## config.mk

```make
export PLATFORM = sky130hd
export DESIGN_NAME = cs_clock_ctrl
export DESIGN_NICKNAME = d
export VERILOG_FILES = /design/src/verilog/cs_pkg.sv /design/src/verilog/cs_clock_ctrl.sv
export SDC_FILE = /design/constraint.sdc
export NUM_CORES = 1
export LEC_CHECK = 0
export ABC_AREA = 1
export BUFFER_PORTS_ARGS = -buffer_cell sky130_fd_sc_hd__buf_2
export CORE_MARGIN = 2
export CORE_UTILIZATION = 49
export DETAILED_ROUTE_END_ITERATION = 7
export PLACE_DENSITY = 0.77
export SETUP_SLACK_MARGIN = 0.5
export SLEW_MARGIN = 25
export SYNTH_ARGS = -nofsm -noshare
export SYNTH_HDL_FRONTEND = slang
export SYNTH_SLANG_ARGS = --single-unit
```

## constraint.sdc

```tcl
create_clock -name clk_i -period 3.4 [get_ports clk_i]
set_clock_uncertainty 0.15 [all_clocks]
set_input_delay 0.34 -clock clk_i [delete_from_list [all_inputs] [get_ports clk_i]]
set_output_delay 0.34 -clock clk_i [all_outputs]
set_load 0.03 [all_outputs]
```

## src/verilog/cs_pkg.sv

```systemverilog
// cs_pkg: constants, types and register map of the clock select and prescale block
// assumes a 250 MHz core clock and a watchdog tick that is already synchronous to it
package cs_pkg;

   // ************************************************************
   // clock and timing
   // ************************************************************
   localparam int CLK_MHZ = 250;
   localparam int WDT_KHZ = 128;
   localparam int ROUT_CK = 14;
   localparam int WAKE_CK = 6;
   localparam int SU_SHORT_US = 4100;
   localparam int SU_LONG_US = 65000;
   localparam int SU_SHORT_TICKS = (SU_SHORT_US * WDT_KHZ + 999) / 1000;
   localparam int SU_LONG_TICKS = (SU_LONG_US * WDT_KHZ + 999) / 1000;
   localparam logic [2:0] PCE_WINDOW = 3'h4;
   localparam logic [2:0] PLL_MULT = 3'h6;

   // ************************************************************
   // register indices, byte address is four times the index
   // ************************************************************
   localparam logic [11:0] IDX_PRESCALE = 12'h061;
   localparam logic [11:0] IDX_SEL_A = 12'h062;
   localparam logic [11:0] IDX_SEL_B = 12'h063;
   localparam logic [11:0] IDX_STATUS = 12'h064;
   localparam logic [11:0] IDX_TRIM = 12'h066;

   // ************************************************************
   // codes and reset values
   // ************************************************************
   localparam logic [3:0] FUSE_RC = 4'h2;
   localparam logic [3:0] RST_RC_CFG = 4'h2;
   localparam logic [3:0] RST_PS = 4'h0;
   localparam logic [3:0] DIV8_PS = 4'h3;
   localparam logic [3:0] PS_MAX = 4'h8;
   localparam logic [7:0] PCE_ARM = 8'h80;
   localparam logic [1:0] SUT_SHORT = 2'h1;
   localparam logic [1:0] SUT_LONG = 2'h2;

   // ************************************************************
   // types
   // ************************************************************
   typedef enum logic [2:0] {SU_CK, SU_MS, SU_RUN, SU_SLEEP, SU_WAKE} cs_su_t;

   typedef struct packed {
      logic [3:0] source;
      logic [1:0] startup;
      logic div8;
      logic clock_out;
      logic [7:0] cal;
   } cs_fuse_t;

   typedef struct packed {
      logic boot;
      logic [1:0] rc_sut;
      logic [1:0] ext_sut;
      logic rc_osc_enable;
      logic ext_osc_enable;
      logic cpu_clock_select;
      logic [3:0] rc_cfg;
      logic [3:0] ext_cfg;
      logic [7:0] trim;
      logic pce;
      logic [2:0] pce_cnt;
      logic [3:0] ps;
      logic ps_pend;
      logic [3:0] div_cur;
      logic [7:0] div_cnt;
      logic clk_out;
      cs_su_t ph;
      logic [13:0] su_cnt;
      logic [1:0] su_code;
      logic [31:0] rdata;
      logic err;
   } cs_state_t;

   localparam cs_state_t CS_ST_RESET = '{
      rc_cfg: RST_RC_CFG,
      ps: RST_PS,
      div_cur: RST_PS,
      ph: SU_CK,
      su_cnt: 14'(ROUT_CK),
      default: '0
   };

endpackage

```

## src/verilog/cs_clock_ctrl.sv

```systemverilog
// cs_clock_ctrl: clock source selection, start-up delays and glitch-free system prescaler
// assumes fuses are stable around reset and all inputs are synchronous to clk_i
// Functional notes
// - RC oscillator is default, chosen by RC fuse code
// - factory trim loaded into trim register at reset
// - reset time-out counts watchdog oscillator ticks only
// - RC start-up: 6 CK wake, 14 CK plus delay
// - external start-up uses same startup fuse codes
// - clock output fuse drives pin, even in reset
// - clock pin carries the divided clock, held high at divide by one
// - one divided enable feeds CPU, I/O, flash
// - division changes without glitch or runt pulse
// - no interim period shorter than old or new
// - new division active once the old period ends
// - prescaler is a counter on the undivided clock
// - arm change-enable, then write select within four
// - USB PLL multiplies 8 MHz reference by six
// - RC start-up field fuse-loaded, writes ignored
// - external start-up field fuse-loaded, software writable
// - RC enable bit starts and stops RC oscillator
// - external enable bit starts and stops external oscillator
// - CPU clock select, set at reset if external
// - RC source config resets to 0010
// - running flags reflect each oscillator state
// - select codes 0-8 divide by 1 to 256
// - change-enable self-clears after four cycles, no extend
`timescale 1ns/1ps

module cs_clock_ctrl
   import cs_pkg::*;
#(
   parameter logic [13:0] SU_LONG_TICKS_P = 14'(SU_LONG_TICKS)
) (
   // clock and reset
   input wire logic clk_i,
   input wire logic reset_n_i,
   // apb slave
   input wire logic [11:0] paddr_i,
   input wire logic psel_i,
   input wire logic penable_i,
   input wire logic pwrite_i,
   input wire logic [31:0] pwdata_i,
   output logic [31:0] prdata_o,
   output logic pready_o,
   output logic pslverr_o,
   // fuses and oscillator status
   input wire cs_fuse_t fuse_i,
   input wire logic rc_running_i,
   input wire logic ext_running_i,
   input wire logic wdt_tick_i,
   input wire logic sleep_i,
   // oscillator control
   output logic rc_osc_en_o,
   output logic ext_osc_en_o,
   output logic [7:0] rc_trim_o,
   output logic cpu_clk_sel_o,
   output logic [1:0] ext_startup_o,
   output logic [3:0] rc_source_cfg_o,
   output logic [3:0] ext_source_cfg_o,
   output logic [2:0] pll_mult_o,
   // system clock
   output logic cpu_run_o,
   output logic sys_clk_en_o,
   output logic clock_out_o,
   output logic clock_out_oe_o
);

   // ************************************************************
   // helpers
   // ************************************************************
   function automatic logic hit(input logic [11:0] a, input logic [11:0] idx);
      return a == {idx[9:0], 2'b00};
   endfunction

   // reserved codes above eight fall back to the slowest rate
   function automatic logic [7:0] last_cnt(input logic [3:0] c);
      logic [8:0] p;
      p = (c > PS_MAX) ? 9'h100 : (9'h001 << c);
      return 8'(p - 9'h001);
   endfunction

   cs_state_t st_reg;
   cs_state_t st_next;
   logic apb_wr;
   logic apb_setup;
   logic div_edge;
   logic run;
   logic [7:0] next_last;

   assign apb_wr = psel_i & penable_i & pwrite_i;
   assign apb_setup = psel_i & ~penable_i;
   assign div_edge = st_reg.div_cnt == last_cnt(st_reg.div_cur);
   assign run = st_reg.ph == SU_RUN;

   // ************************************************************
   // next state
   // ************************************************************
   always_comb begin
      st_next = st_reg;
      next_last = 8'h00;

      // catch fuses once, the cycle after reset release
      if (!st_reg.boot) begin
         st_next.boot = 1'b1;
         st_next.trim = fuse_i.cal;
         st_next.ps = fuse_i.div8 ? DIV8_PS : RST_PS;
         st_next.div_cur = st_next.ps;
         st_next.su_code = fuse_i.startup;
         if (fuse_i.source == FUSE_RC) begin
            st_next.rc_sut = fuse_i.startup;
            st_next.rc_osc_enable = 1'b1;
         end else begin
            st_next.ext_sut = fuse_i.startup;
            st_next.ext_cfg = fuse_i.source;
            st_next.ext_osc_enable = 1'b1;
            st_next.cpu_clock_select = 1'b1;
         end
      end

      // divider: the period only changes at its own last count, so no runt
      if (div_edge) begin
         st_next.div_cnt = 8'h00;
         if (st_reg.ps_pend) begin
            st_next.div_cur = st_reg.ps;
            st_next.ps_pend = 1'b0;
         end
      end else begin
         st_next.div_cnt = st_reg.div_cnt + 8'h01;
      end
      next_last = last_cnt(st_next.div_cur);
      st_next.clk_out = st_next.div_cnt <= (next_last >> 1);

      // change-enable time-out runs from the arming write, rewrites do not touch it
      if (st_reg.pce) begin
         st_next.pce_cnt = st_reg.pce_cnt - 3'h1;
         if (st_reg.pce_cnt == 3'h1) begin
            st_next.pce = 1'b0;
         end
      end

      // register writes
      if (apb_wr && hit(paddr_i, IDX_SEL_A)) begin
         st_next.ext_sut = pwdata_i[5:4];
         st_next.rc_osc_enable = pwdata_i[3];
         st_next.ext_osc_enable = pwdata_i[2];
         st_next.cpu_clock_select = pwdata_i[0];
      end
      if (apb_wr && hit(paddr_i, IDX_SEL_B)) begin
         st_next.rc_cfg = pwdata_i[7:4];
         st_next.ext_cfg = pwdata_i[3:0];
      end
      if (apb_wr && hit(paddr_i, IDX_TRIM)) begin
         st_next.trim = pwdata_i[7:0];
      end
      if (apb_wr && hit(paddr_i, IDX_PRESCALE)) begin
         if (pwdata_i[7:0] == PCE_ARM) begin
            if (!st_reg.pce) begin
               st_next.pce = 1'b1;
               st_next.pce_cnt = PCE_WINDOW;
            end
         end else if (!pwdata_i[7] && st_reg.pce) begin
            st_next.ps = pwdata_i[3:0];
            st_next.ps_pend = 1'b1;
            st_next.pce = 1'b0;
         end
      end

      // start-up and wake-up sequencing
      case (st_reg.ph)
         SU_CK: begin
            if (st_reg.su_cnt == 14'h0001) begin
               if (st_reg.su_code == SUT_SHORT) begin
                  st_next.ph = SU_MS;
                  st_next.su_cnt = 14'(SU_SHORT_TICKS);
               end else if (st_reg.su_code == SUT_LONG) begin
                  st_next.ph = SU_MS;
                  st_next.su_cnt = SU_LONG_TICKS_P;
               end else begin
                  st_next.ph = SU_RUN;
               end
            end else begin
               st_next.su_cnt = st_reg.su_cnt - 14'h0001;
            end
         end
         SU_MS: begin
            // the time-out rides the watchdog oscillator, not the chip clock
            if (wdt_tick_i) begin
               if (st_reg.su_cnt == 14'h0001) begin
                  st_next.ph = SU_RUN;
               end else begin
                  st_next.su_cnt = st_reg.su_cnt - 14'h0001;
               end
            end
         end
         SU_RUN: begin
            if (sleep_i) begin
               st_next.ph = SU_SLEEP;
            end
         end
         SU_SLEEP: begin
            if (!sleep_i) begin
               st_next.ph = SU_WAKE;
               st_next.su_cnt = 14'(WAKE_CK);
            end
         end
         SU_WAKE: begin
            if (st_reg.su_cnt == 14'h0001) begin
               st_next.ph = SU_RUN;
            end else begin
               st_next.su_cnt = st_reg.su_cnt - 14'h0001;
            end
         end
         default: begin
            st_next.ph = SU_CK;
         end
      endcase

      // read data is caught in the setup phase so the access phase needs no wait
      if (apb_setup) begin
         st_next.rdata = 32'h00000000;
         st_next.err = 1'b0;
         if (hit(paddr_i, IDX_SEL_A)) begin
            st_next.rdata[7:0] = {st_reg.rc_sut, st_reg.ext_sut, st_reg.rc_osc_enable,
                                  st_reg.ext_osc_enable, 1'b0, st_reg.cpu_clock_select};
         end else if (hit(paddr_i, IDX_SEL_B)) begin
            st_next.rdata[7:0] = {st_reg.rc_cfg, st_reg.ext_cfg};
         end else if (hit(paddr_i, IDX_STATUS)) begin
            st_next.rdata[1:0] = {rc_running_i, ext_running_i};
         end else if (hit(paddr_i, IDX_TRIM)) begin
            st_next.rdata[7:0] = st_reg.trim;
         end else if (hit(paddr_i, IDX_PRESCALE)) begin
            st_next.rdata[7:0] = {st_reg.pce, 3'b000, st_reg.ps};
         end else begin
            st_next.err = 1'b1;
         end
      end
   end

   always_ff @(posedge clk_i or negedge reset_n_i) begin
      if (!reset_n_i) begin
         st_reg <= CS_ST_RESET;
      end else begin
         st_reg <= st_next;
      end
   end

   // ************************************************************
   // outputs
   // ************************************************************
   assign prdata_o = st_reg.rdata;
   assign pready_o = 1'b1;
   assign pslverr_o = psel_i & penable_i & st_reg.err;
   assign rc_osc_en_o = st_reg.rc_osc_enable;
   assign ext_osc_en_o = st_reg.ext_osc_enable;
   assign rc_trim_o = st_reg.trim;
   assign cpu_clk_sel_o = st_reg.cpu_clock_select;
   assign ext_startup_o = st_reg.ext_sut;
   assign rc_source_cfg_o = st_reg.rc_cfg;
   assign ext_source_cfg_o = st_reg.ext_cfg;
   assign pll_mult_o = PLL_MULT;
   assign cpu_run_o = run;
   assign sys_clk_en_o = div_edge & run;
   // the enable follows the fuse live, so the pin is claimed in reset too; its level rests low there
   assign clock_out_o = st_reg.clk_out;
   assign clock_out_oe_o = fuse_i.clock_out;
endmodule

```

---- After elaboration in Yosys (flattened, before gate mapping) ----
Index checks and enable logic that the tools add are counted.
word-level totals
  output and inout bits ................... 62
  bits of input ports ..................... 69
  bits in registers ....................... 74
cells by class
  order comparisons ....................... 3
  $add $sub $neg .......................... 5
  equal/unequal tests ..................... 26
  shift-type cells ........................ 2
  muxes and demuxes ....................... 49
  bitwise operators ....................... 7
  reduce and logical (&&, ||, !) cells .... 15
operators with widths
  cell                                                                      count
  8-bit 2-to-1 mux                                                          8
  12-bit by 9-bit equality test with 1-bit output (second input constant)   5
  14-bit one-hot mux with 4 select lines                                    1
  14-bit 2-to-1 mux                                                         3
  17-bit 2-to-1 mux                                                         2
  4-bit 2-to-1 mux                                                          7
  5-bit 2-to-1 mux                                                          5
  16-bit 2-to-1 mux                                                         1
  1-bit by 4-bit left shift with 8-bit output (first input constant)        2
  8-bit by 1-bit subtractor with 8-bit output (second input constant)       2
  3-bit one-hot mux with 5 select lines                                     1
  14-bit by 1-bit equality test with 1-bit output (second input constant)   1
  14-bit by 1-bit subtractor with 14-bit output (second input constant)     1
  12-bit 2-to-1 mux                                                         1
  3-bit 2-to-1 mux                                                          4
  2-bit 2-to-1 mux                                                          5
  2-bit by 1-bit inequality test with 1-bit output (second input constant)  5
  1-bit 2-to-1 mux                                                          9
  9-bit 2-to-1 mux                                                          1
  8-bit by 1-bit adder with 8-bit output (second input constant)            1
  8-bit equality test                                                       1
  8-bit equality test (second input constant)                               1
  4-bit greater-than comparator (second input constant)                     2
  8-bit by 7-bit less-or-equal comparator with 1-bit output                 1
  19 further kinds                                                          37

---- Longest topological paths before layout ----
  depth after elaboration ................. 9
  gate-level depth with buffers ........... 27
  depth with buffers taken out ............ 27

---- Worst setup path before layout ----
No wires, ideal clock.
  path type ............................... reg-to-reg
  start point ............................. register st_reg[63] (netlist bit)
  end point ............................... register st_reg (netlist bit clock_out_o)
  arrival time ............................ 3.175 ns
  clock period less this slack ............ 3.445 ns
  cell stages (with the launch flop) ...... 27
  required time ........................... 3.130 ns
  path buffers ............................ 0
  setup slack ............................. -0.045 ns
  path through ............................ dfrtp_1 nor2_2 nand3_1 ha_1 inv_1 nand2_1 nand2_1 nor2_1 nand2_1 nor2_4 nand3_4 nand2_2 nand2_4 nor2_8 nand3_1 ha_1 nand4_1 nand2_1 ha_1 inv_1 o21bai_1 a21o_1 a21oi_1 o21ai_0 a21oi_1 o21ai_0 inv_1
RTL lines
  what                      RTL line              text
  start: declaration        cs_clock_ctrl.sv:82   cs_state_t st_reg;
  start signal: assignment  cs_clock_ctrl.sv:243  st_reg <= st_next;

==> summary.md <==
| Metric | Value |
|---|---|
| Clk root buf | clkbuf_8 |
| Tot Pwr | 3.51 mW |
| Worst Hold Class | input port to flop |
| VDD IR max | 0.222 mV |
| Cell Rows | 37 |
| Area of the mapped netlist | 0.00506 mm2 |
| Fin. Hold Viols | 0 |
| Crit path buf inv count | 5 |
| Cell variety after synth | 47 |
| Pint | 1.97 mW |
| Yosys top cell area share | 34.6% |
| Dominant cells by area after synthesis | dfrtp_1 35%, nand2_1 9.4%, buf_4 8.2% |
| Initial antenna violation count | 0 |
| Finish-stage setup viols | 1 |
| Most frequent cells in the layout | 127 x nand2_1, 98 x inv_1, 75 x buf_2 |
| Register area | 0.00186 mm2 |
| Failing checks | setup timing |
| Vias in the first global route | 4,480 |
| # IOs | 131 |
| Gate power share | 47.2% |
| Yosys Warn Count | 0 |
| Detail Route Antenna Nets | 0 |
| Ys flop type | dfrtp_1 |
| Max frequency | 283 MHz |
| Max clock buf depth | 2 |
| Worst EP arrival | 3.64 ns |
| Commonest non-fill, non-tap cell in the layout | nand2_1 |
| Wire length per cell | 13.7 um |
| Final period util | 104% |
| Reg2reg setup slack | -0.13 ns |
| Worst setup SP type | flop |
| Area Growth Syn to Fin | 12.0% |
| Crit path kind | flop to flop |
| Worst-Skew Late Latency | 0.35 ns |
| Global-route wire length before repair | 20.5 mm |
| Vias per std cell | 5.10 |
| Chip Width | 106 um |
| Core Area | 0.0102 mm2 |
| Setup ws final | -0.133 ns |
| Via Count | 4,586 |
| Grt total ovfl | 0 |
| Clk slew on worst S/H paths | 0.08 ns |
| Total GRT Usage | 22.8% |
| RSZ-0062 raised after global routing | true |
| Ys async rst share | 100% |
| Die Span Y | 106 um |
| Min cycle time layout | 3.53 ns |
| CP max FO | 4 |
| Area of the multi-input gates | 0.00249 mm2 |
| Ant diodes | 0 |
| Hpwl dp | 9.73 mm |
| Pre-CTS WS | -0.145 ns |
| Switching pwr | 1.54 mW |
| Status | finished, violations left |
| Fraction of layout cells with a size suffix above 1 | 21.3% |
| Synthesized instance count | 683 |
| Sw frac | 43.9% |
| Clk pwr share | 17.6% |
| CP peak stage delay | 0.43 ns |
| Port buffer count | 76 |
| Number of CTS-inserted buffers | 9 |
| Most frequent CP cell | nand2_1 |
| GPL Wtd Cong | 0.973 |
| Leak Pwr | 2.99 nW |
| MaxCap Viol Count | 0 |
| Drt pass-1 iters | 5 |
| Layout Nets | 845 |
| Die ar. | 0.0112 mm2 |
| Sequential-to-total area share from yosys stat | 36.7% |
| Req. time, crit path | 3.50 ns |
| Initial Util | 49.7% |
| CP Capture Type | flop |
| Max-slew violations | 0 |
| CTS Sinks | 74 |
| DRT iter0 DRCs | 280 |
| Synth Area per Inst | 7.42 um2 |
| WL final | 12.3 mm |
| H-tree levels | 3 |
| CTS tree | built |
| Largest register FFs | 44 |
| Yosys reg bits | 74 |
| Delay-heaviest family, CP | simple AND/OR/NAND/NOR gates |
| Power share of the sequential group | 35.1% |
| PD cells | 619 mW/mm2 |
| Drt drc | 0 |
| Largest net degree at the start of global routing | 38 |
| Filler Cell Count | 1,001 |
| Post-synth EDFFs | 0 |
| Slowest-stage cell, CP | dfrtp_2 |
| Area leader, netlist | dfrtp_1 |
## cells by family (layout without fill, tap and decap cells)
family                   Yosys count  count (layout)  synth area share (%)
flip-flops                        74              74                  36.7
XOR/XNOR                           8               8                  1.38
AND/OR/NAND/NOR                  300             300                  28.0
buffers and inverters            172             226                  16.9
AO/OA/AOI/OAI                    109             109                  12.5
multiplexers                       1               1                 0.222
other                              2              29                 0.148
adder cells (fa/ha/maj)           17              17                  4.20
## power by group through the flow
stage	clock network (mW)	logic, mW	registers [mW]
after floorplan	0	1.26	1.22
after global placement	0	1.53	1.24
after detailed placement	0	1.60	1.25
after CTS	0.634	1.64	1.23
after global routing	0.668	1.89	1.26
final	0.620	1.66	1.23
## path summary, 6_finish.rpt
path                                       to       start  depth (start not counted)
setup / recovery                  clock_out_o  st_reg[63]                         27
hold / removal                   rc_trim_o[5]   fuse_i[5]                          3
setup reg to reg                  clock_out_o  st_reg[63]                         27
hold reg to reg                    st_reg[46]  st_reg[46]                          1
max in group asynchronous  rc_source_cfg_o[1]   reset_n_i                          3
min in group asynchronous          st_reg[39]   reset_n_i                          2
## synth_stat cells, types with 9 or more instances
master,n
a21oi_1,26
ha_1,17
nor2_1,57
nand2_1,127
inv_2,9
dfrtp_1,70
o21ai_0,47
nand3_1,60
nor3_1,10
nand4_1,12
buf_4,55
inv_1,99
## routing by layer
layer	vias up	track usage [%]	part of all wire [%]
met2	160	37.2	47
met5	-	0	0
met4	0	9.40	2.4
met1	2108	30.1	45
li1	2290	-	-
met3	28	3.90	5.3
## per-stage QoR
stage	utilization (%)	hold WS (ns)	cells	cell area, um2	setup TNS, ns
2_1_floorplan	-	-0.106	710	5180	0
3_3_place_gp	53.2	0.0735	878	5420	-0.0417
3_5_place_dp	53.2	0.0701	878	5420	-0.145
4_1_cts	55.6	0.0829	899	5670	-0.0886
5_1_grt	55.7	0.0938	900	5670	-0.392
6_report	55.7	0.0873	900	5670	-0.133
## layout make-up
type	count	area share [%]
Tap cell	136	3.00
Clock inverter	4	0.507
Timing Repair Buffer	99	9.97
Inverter	111	7.34
Clock buffer	12	2.56
Multi-Input combinational cell	464	43.8
Sequential cell	74	32.8
## tightest hold or removal path, stage by stage
cell and delay [ns]:
buf_2 0.08, nand3_1 0.07, o221ai_1 0.06
## what timing repair did
item / CTS / global route
hold endpoints to repair: 9 / 0
resized for setup: 7 / 0
setup endpoints to repair: 2 / 2
pin swaps: 6 / 3
buffers inserted: 4 / 1
hold buffers: 1 / 0
Note: power is estimated with default switching activity, not from simulation.
